File: src/rtl/rgmd_pkg.sv
// Package for the regulator mode decoder: mode codes, carriers, timing.
// Assumes a single 250 MHz clock domain.
package rgmd_pkg;

   localparam int NUM_LDO_DEF  = 10;
   localparam int NUM_CONV_DEF = 4;
   localparam int NUM_PIN_DEF  = 4;

   // Sleep sequencing: three slots, fixed spacing
   localparam int  CLK_PERIOD_PS    = 4000;
   localparam int  SLOT_GAP_US      = 120;
   localparam int  SLOT_GAP_CYCLES  = (SLOT_GAP_US * 1000000) / CLK_PERIOD_PS;
   localparam int  SEQ_SLOT_COUNT   = 3;

   // Device states seen by the decoder
   typedef enum logic [1:0] {
      RGMD_DEV_OTHER  = 2'h0,
      RGMD_DEV_ACTIVE = 2'h1,
      RGMD_DEV_SLEEP  = 2'h2
   } rgmd_dev_state_t;

   // Resource modes
   typedef enum logic [2:0] {
      RGMD_MODE_OFF    = 3'h0,
      RGMD_MODE_NORMAL = 3'h1,
      RGMD_MODE_LOWQ   = 3'h2,
      RGMD_MODE_AUTO   = 3'h3,
      RGMD_MODE_PWM    = 3'h4
   } rgmd_mode_t;

   // Per-regulator control bits
   typedef struct packed {
      logic master_on;
      logic hold_on;
      logic shutdown_in_low;
      logic low_quiescent;
      logic converter_forced_pwm;
   } rgmd_ctrl_t;

   // Sequencer states
   typedef enum logic [1:0] {
      RGMD_SEQ_IDLE = 2'h0,
      RGMD_SEQ_WAIT = 2'h1
   } rgmd_seq_state_t;

endpackage : rgmd_pkg

File: src/rtl/rgmd_decode.sv
// One regulator's combinational mode decode.
// Assumes inputs are already synchronised to the block clock.
`timescale 1ns/10ps
`default_nettype none
module rgmd_decode
   import rgmd_pkg::*;
#(
   parameter bit IS_CONVERTER = 1'b0
)
(
   // Controls
   input  wire rgmd_ctrl_t      i_ctrl,
   input  wire logic            i_assigned,
   input  wire logic            i_pin_high,
   input  wire logic            i_strap_always_on,
   input  wire rgmd_dev_state_t i_dev_state,
   // Result
   output rgmd_mode_t           o_mode
);

   wire logic pins_live  = (i_dev_state == RGMD_DEV_ACTIVE) || (i_dev_state == RGMD_DEV_SLEEP);
   wire logic is_asleep  = i_strap_always_on && (i_dev_state == RGMD_DEV_SLEEP);
   // pins count only in active or sleep
   wire logic pin_eff    = i_pin_high && pins_live;
   wire logic pwm        = IS_CONVERTER && i_ctrl.converter_forced_pwm;
   // converters add auto or forced PWM
   wire rgmd_mode_t on_mode = IS_CONVERTER ? (pwm ? RGMD_MODE_PWM : RGMD_MODE_AUTO)
                                           : RGMD_MODE_NORMAL;
   wire rgmd_mode_t run_mode = i_ctrl.low_quiescent && !pwm ? RGMD_MODE_LOWQ : on_mode;
   wire rgmd_mode_t low_mode = pwm ? RGMD_MODE_PWM : RGMD_MODE_LOWQ;
   wire rgmd_mode_t drop_mode = i_ctrl.shutdown_in_low ? RGMD_MODE_OFF : low_mode;

   wire rgmd_mode_t asg_mode = (pin_eff || i_ctrl.hold_on) ? on_mode : drop_mode;
   wire rgmd_mode_t una_mode = (!is_asleep || i_ctrl.hold_on) ? run_mode : drop_mode;

   // master bit forces off in every case
   assign o_mode = !i_ctrl.master_on ? RGMD_MODE_OFF : (i_assigned ? asg_mode : una_mode);

endmodule // rgmd_decode
`default_nettype wire

File: src/rtl/rgmd_top.sv
// Regulator mode decoder: per-regulator mode and sleep slot pacing.
// Assumes pins and strap are asynchronous; control bits come from the same clock.
`timescale 1ns/10ps
`default_nettype none
module rgmd_top
   import rgmd_pkg::*;
#(
   parameter int NUM_LDO  = NUM_LDO_DEF,
   parameter int NUM_CONV = NUM_CONV_DEF,
   parameter int NUM_PIN  = NUM_PIN_DEF,
   parameter int NUM_REG  = NUM_LDO + NUM_CONV
)
(
   // Clock and reset
   input  wire logic                         i_clk,
   input  wire logic                         i_reset_n,
   // Per-regulator controls, LDOs first then converters
   input  wire rgmd_ctrl_t [NUM_REG-1:0]     i_ctrl,
   // Pin assignment map: one regulator mask per pin
   input  wire logic [NUM_PIN-1:0][NUM_REG-1:0] i_pin_assignment_map,
   // Asynchronous pins
   input  wire logic [NUM_PIN-1:0]           i_external_enable_pin,
   input  wire logic                         i_pin_role_strap,
   // Device state and sequencing request
   input  wire rgmd_dev_state_t              i_dev_state,
   input  wire logic                         i_seq_start,
   // Results
   output rgmd_mode_t [NUM_REG-1:0]          o_mode,
   output logic [1:0]                        o_seq_slot,
   output logic                              o_seq_slot_pulse,
   output logic                              o_seq_busy
);

   // Elaboration checks on counts and counter widths
   generate
      if (NUM_LDO < 1 || NUM_CONV < 1 || NUM_PIN < 1)
      begin : g_bad_count
         $error("rgmd_top: regulator and pin counts must be at least one");
      end
      if (NUM_REG != NUM_LDO + NUM_CONV)
      begin : g_bad_total
         $error("rgmd_top: regulator total must be LDO count plus converter count");
      end
      if (SLOT_GAP_CYCLES < 1 || SLOT_GAP_CYCLES > 65536)
      begin : g_bad_gap
         $error("rgmd_top: slot gap does not fit the 16-bit gap counter");
      end
      if (SEQ_SLOT_COUNT < 1 || SEQ_SLOT_COUNT > 4)
      begin : g_bad_slots
         $error("rgmd_top: slot count does not fit the 2-bit slot register");
      end
   endgenerate

   // Two-flop synchronisers for pins and strap
   logic [NUM_PIN-1:0] pin_meta;
   logic [NUM_PIN-1:0] pin_sync;
   logic               strap_meta;
   logic               strap_sync;

   // Enable pin synchroniser
   always_ff @(posedge i_clk or negedge i_reset_n)
   begin
      if (!i_reset_n)
      begin
         pin_meta <= '0;
         pin_sync <= '0;
      end
      else
      begin
         pin_meta <= i_external_enable_pin;
         pin_sync <= pin_meta;
      end
   end

   // Strap synchroniser
   always_ff @(posedge i_clk or negedge i_reset_n)
   begin
      if (!i_reset_n)
      begin
         strap_meta <= 1'b0;
         strap_sync <= 1'b0;
      end
      else
      begin
         strap_meta <= i_pin_role_strap;
         strap_sync <= strap_meta;
      end
   end

   rgmd_mode_t [NUM_REG-1:0] next_mode;

   genvar g;
   generate
      for (g = 0; g < NUM_REG; g++)
      begin : g_reg
         logic [NUM_PIN-1:0] sel;
         for (genvar p = 0; p < NUM_PIN; p++)
         begin : g_pin
            assign sel[p] = i_pin_assignment_map[p][g];
         end
         wire logic assigned = |sel;
         wire logic pin_high = |(sel & pin_sync);

         // Converters follow the LDOs
         localparam bit IS_CONV = (g >= NUM_LDO);

         rgmd_decode #(
            .IS_CONVERTER (IS_CONV)
         ) u_decode (
            .i_ctrl            (i_ctrl[g]),
            .i_assigned        (assigned),
            .i_pin_high        (pin_high),
            .i_strap_always_on (strap_sync),
            .i_dev_state       (i_dev_state),
            .o_mode            (next_mode[g])
         );
      end
   endgenerate

   always_ff @(posedge i_clk or negedge i_reset_n)
   begin
      if (!i_reset_n)
         o_mode <= '{default: RGMD_MODE_OFF};
      else
         o_mode <= next_mode;
   end

   // Sleep sequencing slot pacing
   localparam logic [15:0] GAP_LAST = 16'(SLOT_GAP_CYCLES - 1);
   localparam logic [1:0]  SLOT_LAST = 2'(SEQ_SLOT_COUNT - 1);

   rgmd_seq_state_t seq_state;
   logic [15:0]     gap_cnt;

   // Sequencer next values
   rgmd_seq_state_t next_seq_state;
   logic [15:0]     next_gap_cnt;
   logic [1:0]      next_seq_slot;
   logic            next_seq_slot_pulse;
   logic            next_seq_busy;

   wire logic gap_done = (gap_cnt == GAP_LAST);
   wire logic last_slot = (o_seq_slot == SLOT_LAST);

   // three slots spaced by fixed delay
   always_comb
   begin
      next_seq_state      = seq_state;
      next_gap_cnt        = gap_cnt;
      next_seq_slot       = o_seq_slot;
      next_seq_slot_pulse = 1'b0;
      next_seq_busy       = o_seq_busy;
      unique case (seq_state)
         RGMD_SEQ_IDLE:
         begin
            if (i_seq_start)
            begin
               next_seq_state      = RGMD_SEQ_WAIT;
               next_seq_slot       = 2'h0;
               next_seq_slot_pulse = 1'b1;
               next_seq_busy       = 1'b1;
               next_gap_cnt        = 16'h0000;
            end
         end
         RGMD_SEQ_WAIT:
         begin
            if (last_slot)
            begin
               next_seq_state = RGMD_SEQ_IDLE;
               next_seq_busy  = 1'b0;
            end
            else if (gap_done)
            begin
               next_gap_cnt        = 16'h0000;
               next_seq_slot       = o_seq_slot + 2'h1;
               next_seq_slot_pulse = 1'b1;
            end
            else
               next_gap_cnt = gap_cnt + 16'h0001;
         end
      endcase
   end

   // Sequencer registers
   always_ff @(posedge i_clk or negedge i_reset_n)
   begin
      if (!i_reset_n)
      begin
         seq_state        <= RGMD_SEQ_IDLE;
         gap_cnt          <= 16'h0000;
         o_seq_slot       <= 2'h0;
         o_seq_slot_pulse <= 1'b0;
         o_seq_busy       <= 1'b0;
      end
      else
      begin
         seq_state        <= next_seq_state;
         gap_cnt          <= next_gap_cnt;
         o_seq_slot       <= next_seq_slot;
         o_seq_slot_pulse <= next_seq_slot_pulse;
         o_seq_busy       <= next_seq_busy;
      end
   end

endmodule // rgmd_top
`default_nettype wire

File: config.mk
export PLATFORM = sky130hd
export DESIGN_NAME = rgmd_top
export DESIGN_NICKNAME = d
export VERILOG_FILES = /design/src/rtl/rgmd_pkg.sv /design/src/rtl/rgmd_decode.sv /design/src/rtl/rgmd_top.sv
export SDC_FILE = /design/constraint.sdc
export NUM_CORES = 1
export LEC_CHECK = 0
export ABC_AREA = 0
export BUFFER_PORTS_ARGS = -buffer_cell sky130_fd_sc_hd__buf_2
export CORE_UTILIZATION = 31
export DETAILED_ROUTE_END_ITERATION = 12
export GPL_TIMING_DRIVEN = 0
export PLACE_DENSITY_LB_ADDON = 0.15
export SETUP_SLACK_MARGIN = 0.15
export SYNTH_ARGS = -nofsm -noshare
export SYNTH_HDL_FRONTEND = slang
export SYNTH_SLANG_ARGS = --single-unit
File: constraint.sdc
create_clock -name i_clk -period 3.9 [get_ports i_clk]
set_input_delay 0 -clock i_clk [delete_from_list [all_inputs] [get_ports i_clk]]
set_output_delay 0 -clock i_clk [all_outputs]
set_load 0.03 [all_outputs]
# Yosys cells after proc, flatten, opt, wreduce, memory -nomap -nowiden
# Cells that the tools add are included.
[classes]
bitwise = 14
n_reduce_logical = 85
eq_ne = 9
n_mux = 110
addsub = 2
[ops]
columns = ["cell", "n"]
rows = [
  ["3-bit two-way mux", 72],
  ["4-bit OR reduction", 28],
  ["4-bit bitwise AND", 14],
  ["2-bit two-way mux", 25],
  ["16-bit two-way mux", 3],
  ["16-bit case mux with 2 select lines", 1],
  ["1-bit logical OR", 29],
  ["1-bit logical AND", 19],
  ["16-bit by 1-bit adder with 16-bit output (second input constant)", 1],
  ["16-bit by 15-bit equality test with 1-bit output (second input constant)", 1],
  ["2-bit != test (second input constant)", 4],
  ["2-bit case mux with 2 select lines", 2],
  ["1-bit zero test", 5],
  ["1-bit two-way mux", 5],
  ["2-bit by 1-bit equality test with 1-bit output (second input constant)", 2],
  ["2-bit equality test (second input constant)", 2],
  ["1-bit case mux with 2 select lines", 2],
  ["2-bit AND reduction", 2],
  ["3-bit AND reduction", 1],
  ["2-bit by 1-bit adder with 2-bit output (second input constant)", 1],
  ["2-bit zero test", 1],
]
[totals]
ff_bits = 74
elab_cells = 243
inputBits = 136

# Depth between registers and ports, before layout
[logic_depth]
word_depth = 7
depth_mapped = 8
ltp_nobuf = 7

# By module
# From an unflattened synthesis, not the netlist that was laid out.
[unflattened]
cells_unflattened = 388
hier_area_um2 = 3824.9
[by_module_without_submodules]
columns = ["module", "seq_area_each_um2", "area_per_inst_um2", "cells_per_inst", "n_inst"]
rows = [
  ["rgmd_top", 1801.7, 2718.9, 222, 1],
  ["rgmd_decode at g_reg[0].u_decode ...", 0.0, 75.1, 11, 10],
  ["rgmd_decode at g_reg[10].u_decode ...", 0.0, 88.8, 14, 4],
]

# Least setup slack after synthesis
# No wires, ideal clock.
[synth_timing]
path_kind = "reg2reg"
from = "register gap_cnt[9]"
to = "register o_seq_slot[0]"
path_stages_with_launch = 5
path_slack_ns = 1.903
setup_ns = 0.104
t_arrival_ns = 1.893
period_less_slack_ns = 1.997
cell_sequence = "dfrtp_1 > or4b_4 > or4_4 > or3b_1 > o311ai_1"
[synth_via]
elab_chain_len = 3
[synth_lines]
columns = ["item", "line", "rtl"]
rows = [
  ["start, declared", "rgmd_top.sv:133", "logic [15:0] gap_cnt;"],
  ["start signal, assigned", "rgmd_top.sv:198", "gap_cnt <= next_gap_cnt;"],
  ["16-bit by 15-bit equality test with 1-bit output", "rgmd_top.sv:142", "wire logic gap_done = (gap_cnt == GAP_LAST);"],
  ["2-bit != test (no line)", "-", ""],
  ["3-bit AND reduction (no line)", "-", ""],
  ["end signal, assigned", "rgmd_top.sv:199", "o_seq_slot <= next_seq_slot;"],
  ["end, declared", "rgmd_top.sv:29", "output logic [1:0] o_seq_slot,"],
]
# No other way between the ends.
# A chain may end at the register's enable or synchronous reset.

# Worst setup path after layout
[layout_timing]
from = "register pin_sync[2]"
to = "register o_mode[32] in the netlist's numbering"
[layout_via]
elab_chain_len = 7
[layout_lines]
columns = ["item", "line", "rtl"]
rows = [
  ["start, declared", "rgmd_top.sv:56", "logic [NUM_PIN-1:0] pin_sync;"],
  ["start signal, assigned", "rgmd_top.sv:71", "pin_sync <= pin_meta;"],
  ["4-bit bitwise AND", "rgmd_top.sv:102", "wire logic pin_high = |(sel & pin_sync);"],
  ["4-bit OR reduction", "rgmd_top.sv:102", ""],
  ["1-bit logical AND", "rgmd_decode.sv:24", "wire logic pin_eff = i_pin_high && pins_live;"],
  ["1-bit logical OR", "rgmd_decode.sv:33", "wire rgmd_mode_t asg_mode = (pin_eff || i_ctrl.hold_on) ? on_mode : drop_mode;"],
  ["3-bit two-way mux", "rgmd_decode.sv:33", ""],
  ["3-bit two-way mux (2 in series)", "rgmd_decode.sv:37", "assign o_mode = !i_ctrl.master_on ? RGMD_MODE_OFF : (i_assigned ? asg_mode : una_mode);"],
  ["named net g_reg[10].u_decode.o_mode[2]", "rgmd_decode.sv:18", "output rgmd_mode_t o_mode"],
  ["end signal, assigned", "rgmd_top.sv:125", "o_mode <= next_mode;"],
  ["end, declared", "rgmd_top.sv:28", "output rgmd_mode_t [NUM_REG-1:0] o_mode,"],
]
# The timed path passes the listed nets, and every way through them passes these cells.

==> flow_metrics.tcl <==
set metrics [dict create \
    cpPeakStageDelay_ps 570 \
    use_met1_pct 21.9 \
    hold_slack_ps 16.5 \
    rr_worst_depth 6 \
    rsz0062_at_grt "no" \
    crit_arrival_ps 2620 \
    io_buffers 161 \
    clock-root-buffer "clkbuf_8" \
    die-area_um2 10600 \
    relSlewSlack_pct 47.1 \
    clockBufferDepth 2 \
    cts_max_level 3 \
    internal_power_uw 1210 \
    wl_um 10400 \
    path_common_cell "a21oi_1" \
    grt_usage_pct 20.1 \
    fmax_ghz 0.416 \
    grt_max_degree 63 \
    hp-start "i_ctrl[42]" \
    die_w_um 103 \
    period_minus_slack_ps 2400 \
    rrSetupSlack_ps 1500 \
    hold-path-cell-count 3 \
    final_layout_size_suffix_gt1_share_pct 33.5 \
    place_ws_ps 1660 \
    synth_area_um2 3170 \
    switching_share_pct 32.0 \
    ys_ff_latch 62 \
    antenna_found_initial 0 \
    ant_nets 0 \
    maxCapViolations 0 \
    hpwl_um 7580 \
    worst_pin_slew_ps 794 \
    placed_cell_area_um2 4180 \
    synth_flop_cell "dfrtp_1" \
    viasPerCell 4.95 \
    fin_ws_ps 1500 \
    syn_to_final_growth_pct 57.5 \
    numClockSinks 62 \
    fin_skew_ps 7.34 \
    postSynthCellCount 334 \
    fin_crit_sh_pct 61.7 \
    drc_errors 0 \
    synth.yosys.seq_area_share_pct 49.0 \
    nets 718 \
    p_switching_uw 569 \
    setup_violations 0 \
    synth_cell_types 40 \
    worstPathCellList "clkbuf_1 -> a22oi_1 -> a21oi_1 -> a211oi_1 -> a21oi_1 -> dlygate4sd3_1" \
    synth_edf_count 0 \
    cp_top_family "compound AO/OA/AOI/OAI gates" \
    vias 3540 \
    p_comb_share_pct 28.4 \
    die_y_um 103 \
    rr_startpoint "pin_sync[2]" \
    path_buf_inv 2 \
    async_flop_share_pct 100 \
    gp_congestion 0.768 \
    seq_power_share_pct 43.1 \
    fin_setup_tns_ps 0 \
    antenna_cells 0 \
    firstDrtPassIters 4 \
    overflow 0 \
    status "finished, final reports clean" \
    yosys_warnings 0 \
    power_density_nw_per_um2 356 \
    p_leak_uw 0.00256 \
    slowest_stage "dlygate4sd3_1" \
    drtIter0Drc 126 \
    avgSynthCellArea_um2 9.49 \
    core_um2 9820 \
    start_util_pct 32.3 \
    start_kind "flip-flop" \
    worstSetupPathType "reg -> reg" \
    met3_usage_pct 8.27 \
    rows 36 \
    cp_max_fo 10 \
    required_ps 4120 \
    wl_per_cell_um 14.6 \
    finalInstanceArea_um2 4990 \
    cp-end-kind "flip-flop" \
    r2r_end "o_mode[32]" \
    final_util_pct 50.8 \
    path_clk_slew_ps 70 \
    drv_slew 0 \
    multi_input_area_um2 1450 \
    fillCellCount 998 \
    hold_viol 0 \
    clk_latency_ps 330 \
    cts_tree "built" \
    gr-usage-met2_pct 36.4 \
    holdCritPathClass "in -> reg" \
    top_usage_layer "met2" \
    worstHoldEndpoint "o_mode[25]" \
    first_global_vias 3444 \
    ir_worst_vdd_v 0.000182 \
    io_pins 182 \
    cts_resized 0 \
    pwr-share-clk_pct 28.5 \
    cts_buffers 9 \
    regArea_um2 1550 \
    grt_pass1_wl_um 16100 \
]
[metrics by stage]
| stage | std cells | power (uW) |
|---|---|---|
| 2_1_floorplan | 343 | 1040 |
| 3_3_place_gp | 637 | 1210 |
| 3_5_place_dp | 637 | 1220 |
| 4_1_cts | 715 | 1790 |
| 5_1_grt | 715 | 1890 |
| 6_report | 715 | 1780 |
[cells by family after synthesis]
| family | after synthesis | synth area share [%] |
|---|---|---|
| AO/OA/AOI/OAI | 104 | 21.4 |
| flip-flops | 62 | 49.0 |
| adder cells (fa/ha/maj) | 3 | 1.18 |
| buffers and inverters | 44 | 6.48 |
| AND/OR/NAND/NOR | 117 | 21.1 |
| XOR/XNOR | 3 | 0.830 |
| other | 1 | 0.118 |
[metal layers]
metal | wire length (um) | share of wire (%)
met5 | 0 | 0
met4 | 78 | 0.75
met3 | 847 | 8.1
met2 | 5440 | 52
met1 | 4050 | 39
[cells in the mapped netlist (all sizes together) (3+ instances only)]
library cell | n | area (um2)
a211oi | 8 | 60.1
o21ai | 21 | 105
nand2b | 6 | 37.5
o31ai | 3 | 22.5
a22oi | 28 | 210
or3 | 6 | 38.8
nand2 | 14 | 52.6
ha | 3 | 37.5
and3 | 13 | 82.6
dfrtp | 62 | 1550
a21oi | 30 | 150
xor2 | 3 | 26.3
nor2 | 34 | 128
or4 | 13 | 101
clkbuf | 8 | 30.0
inv | 24 | 90.1
o32ai | 10 | 87.6
nor4 | 4 | 25.0
nand3 | 7 | 35.0
buf | 12 | 85.1
nand4 | 5 | 31.3
[sequential cells by signal (all words and copies together), names as in the netlist]
register / count
o_mode: 32
gap_cnt: 16
pin_meta: 4
pin_sync: 4
o_seq_slot: 2
o_seq_busy: 1
o_seq_slot_pulse: 1
strap_meta: 1
strap_sync: 1
[power by group through the flow]
stage,Sequential (uW),Combinational [uW],Clock [uW]
after detailed placement,776,449,0
after floorplan,832,206,0
after global routing,776,556,555
final,765,505,506
after CTS,765,505,524
after global placement,775,438,0
[worst min-delay path, cell delays in order]
cell,delay (ps)
buf_2,100
o21ai_0,60
and3_1,150
[timing repair]
action                                 4_1_cts  5_1_grt
setup buffers                                0        0
hold buffers                                64        0
endpoints found under the hold margin      100        0
[cell usage in the layout (no fill, tap or decap), types with 12 or more instances in the layout]
cell / count
nor2_1: 34
dfrtp_1: 62
buf_2: 162
and3_1: 12
nand2_1: 14
or4_1: 12
dlygate4sd3_1: 64
o21ai_0: 21
inv_1: 24
clkbuf_8: 12
a21oi_1: 30
a22oi_1: 28
[layout make-up]
type,count,share of cell area [%]
Sequential cell,62,31.1
Timing Repair Buffer,225,29.0
Multi-Input combinational cell,237,29.0
Clock buffer,13,3.38
Tap cell,133,3.33
Buffer,20,2.31
Inverter,24,1.80
Clock inverter,1,0.100
[how the worst max path moves through the flow]
stage | start | to | slack (ps) | depth (start not counted)
global route | pin_sync[3] | o_mode[31] | 1420 | 6
floorplan | gap_cnt[9] | o_seq_slot[0] | 1900 | 4
detailed placement | gap_cnt[9] | gap_cnt[6] | 1660 | 5
finish | pin_sync[2] | o_mode[32] | 1500 | 6
global placement | gap_cnt[9] | gap_cnt[8] | 1700 | 5
CTS | pin_sync[2] | o_mode[40] | 1600 | 6
Power figures use the tool's default switching activity.
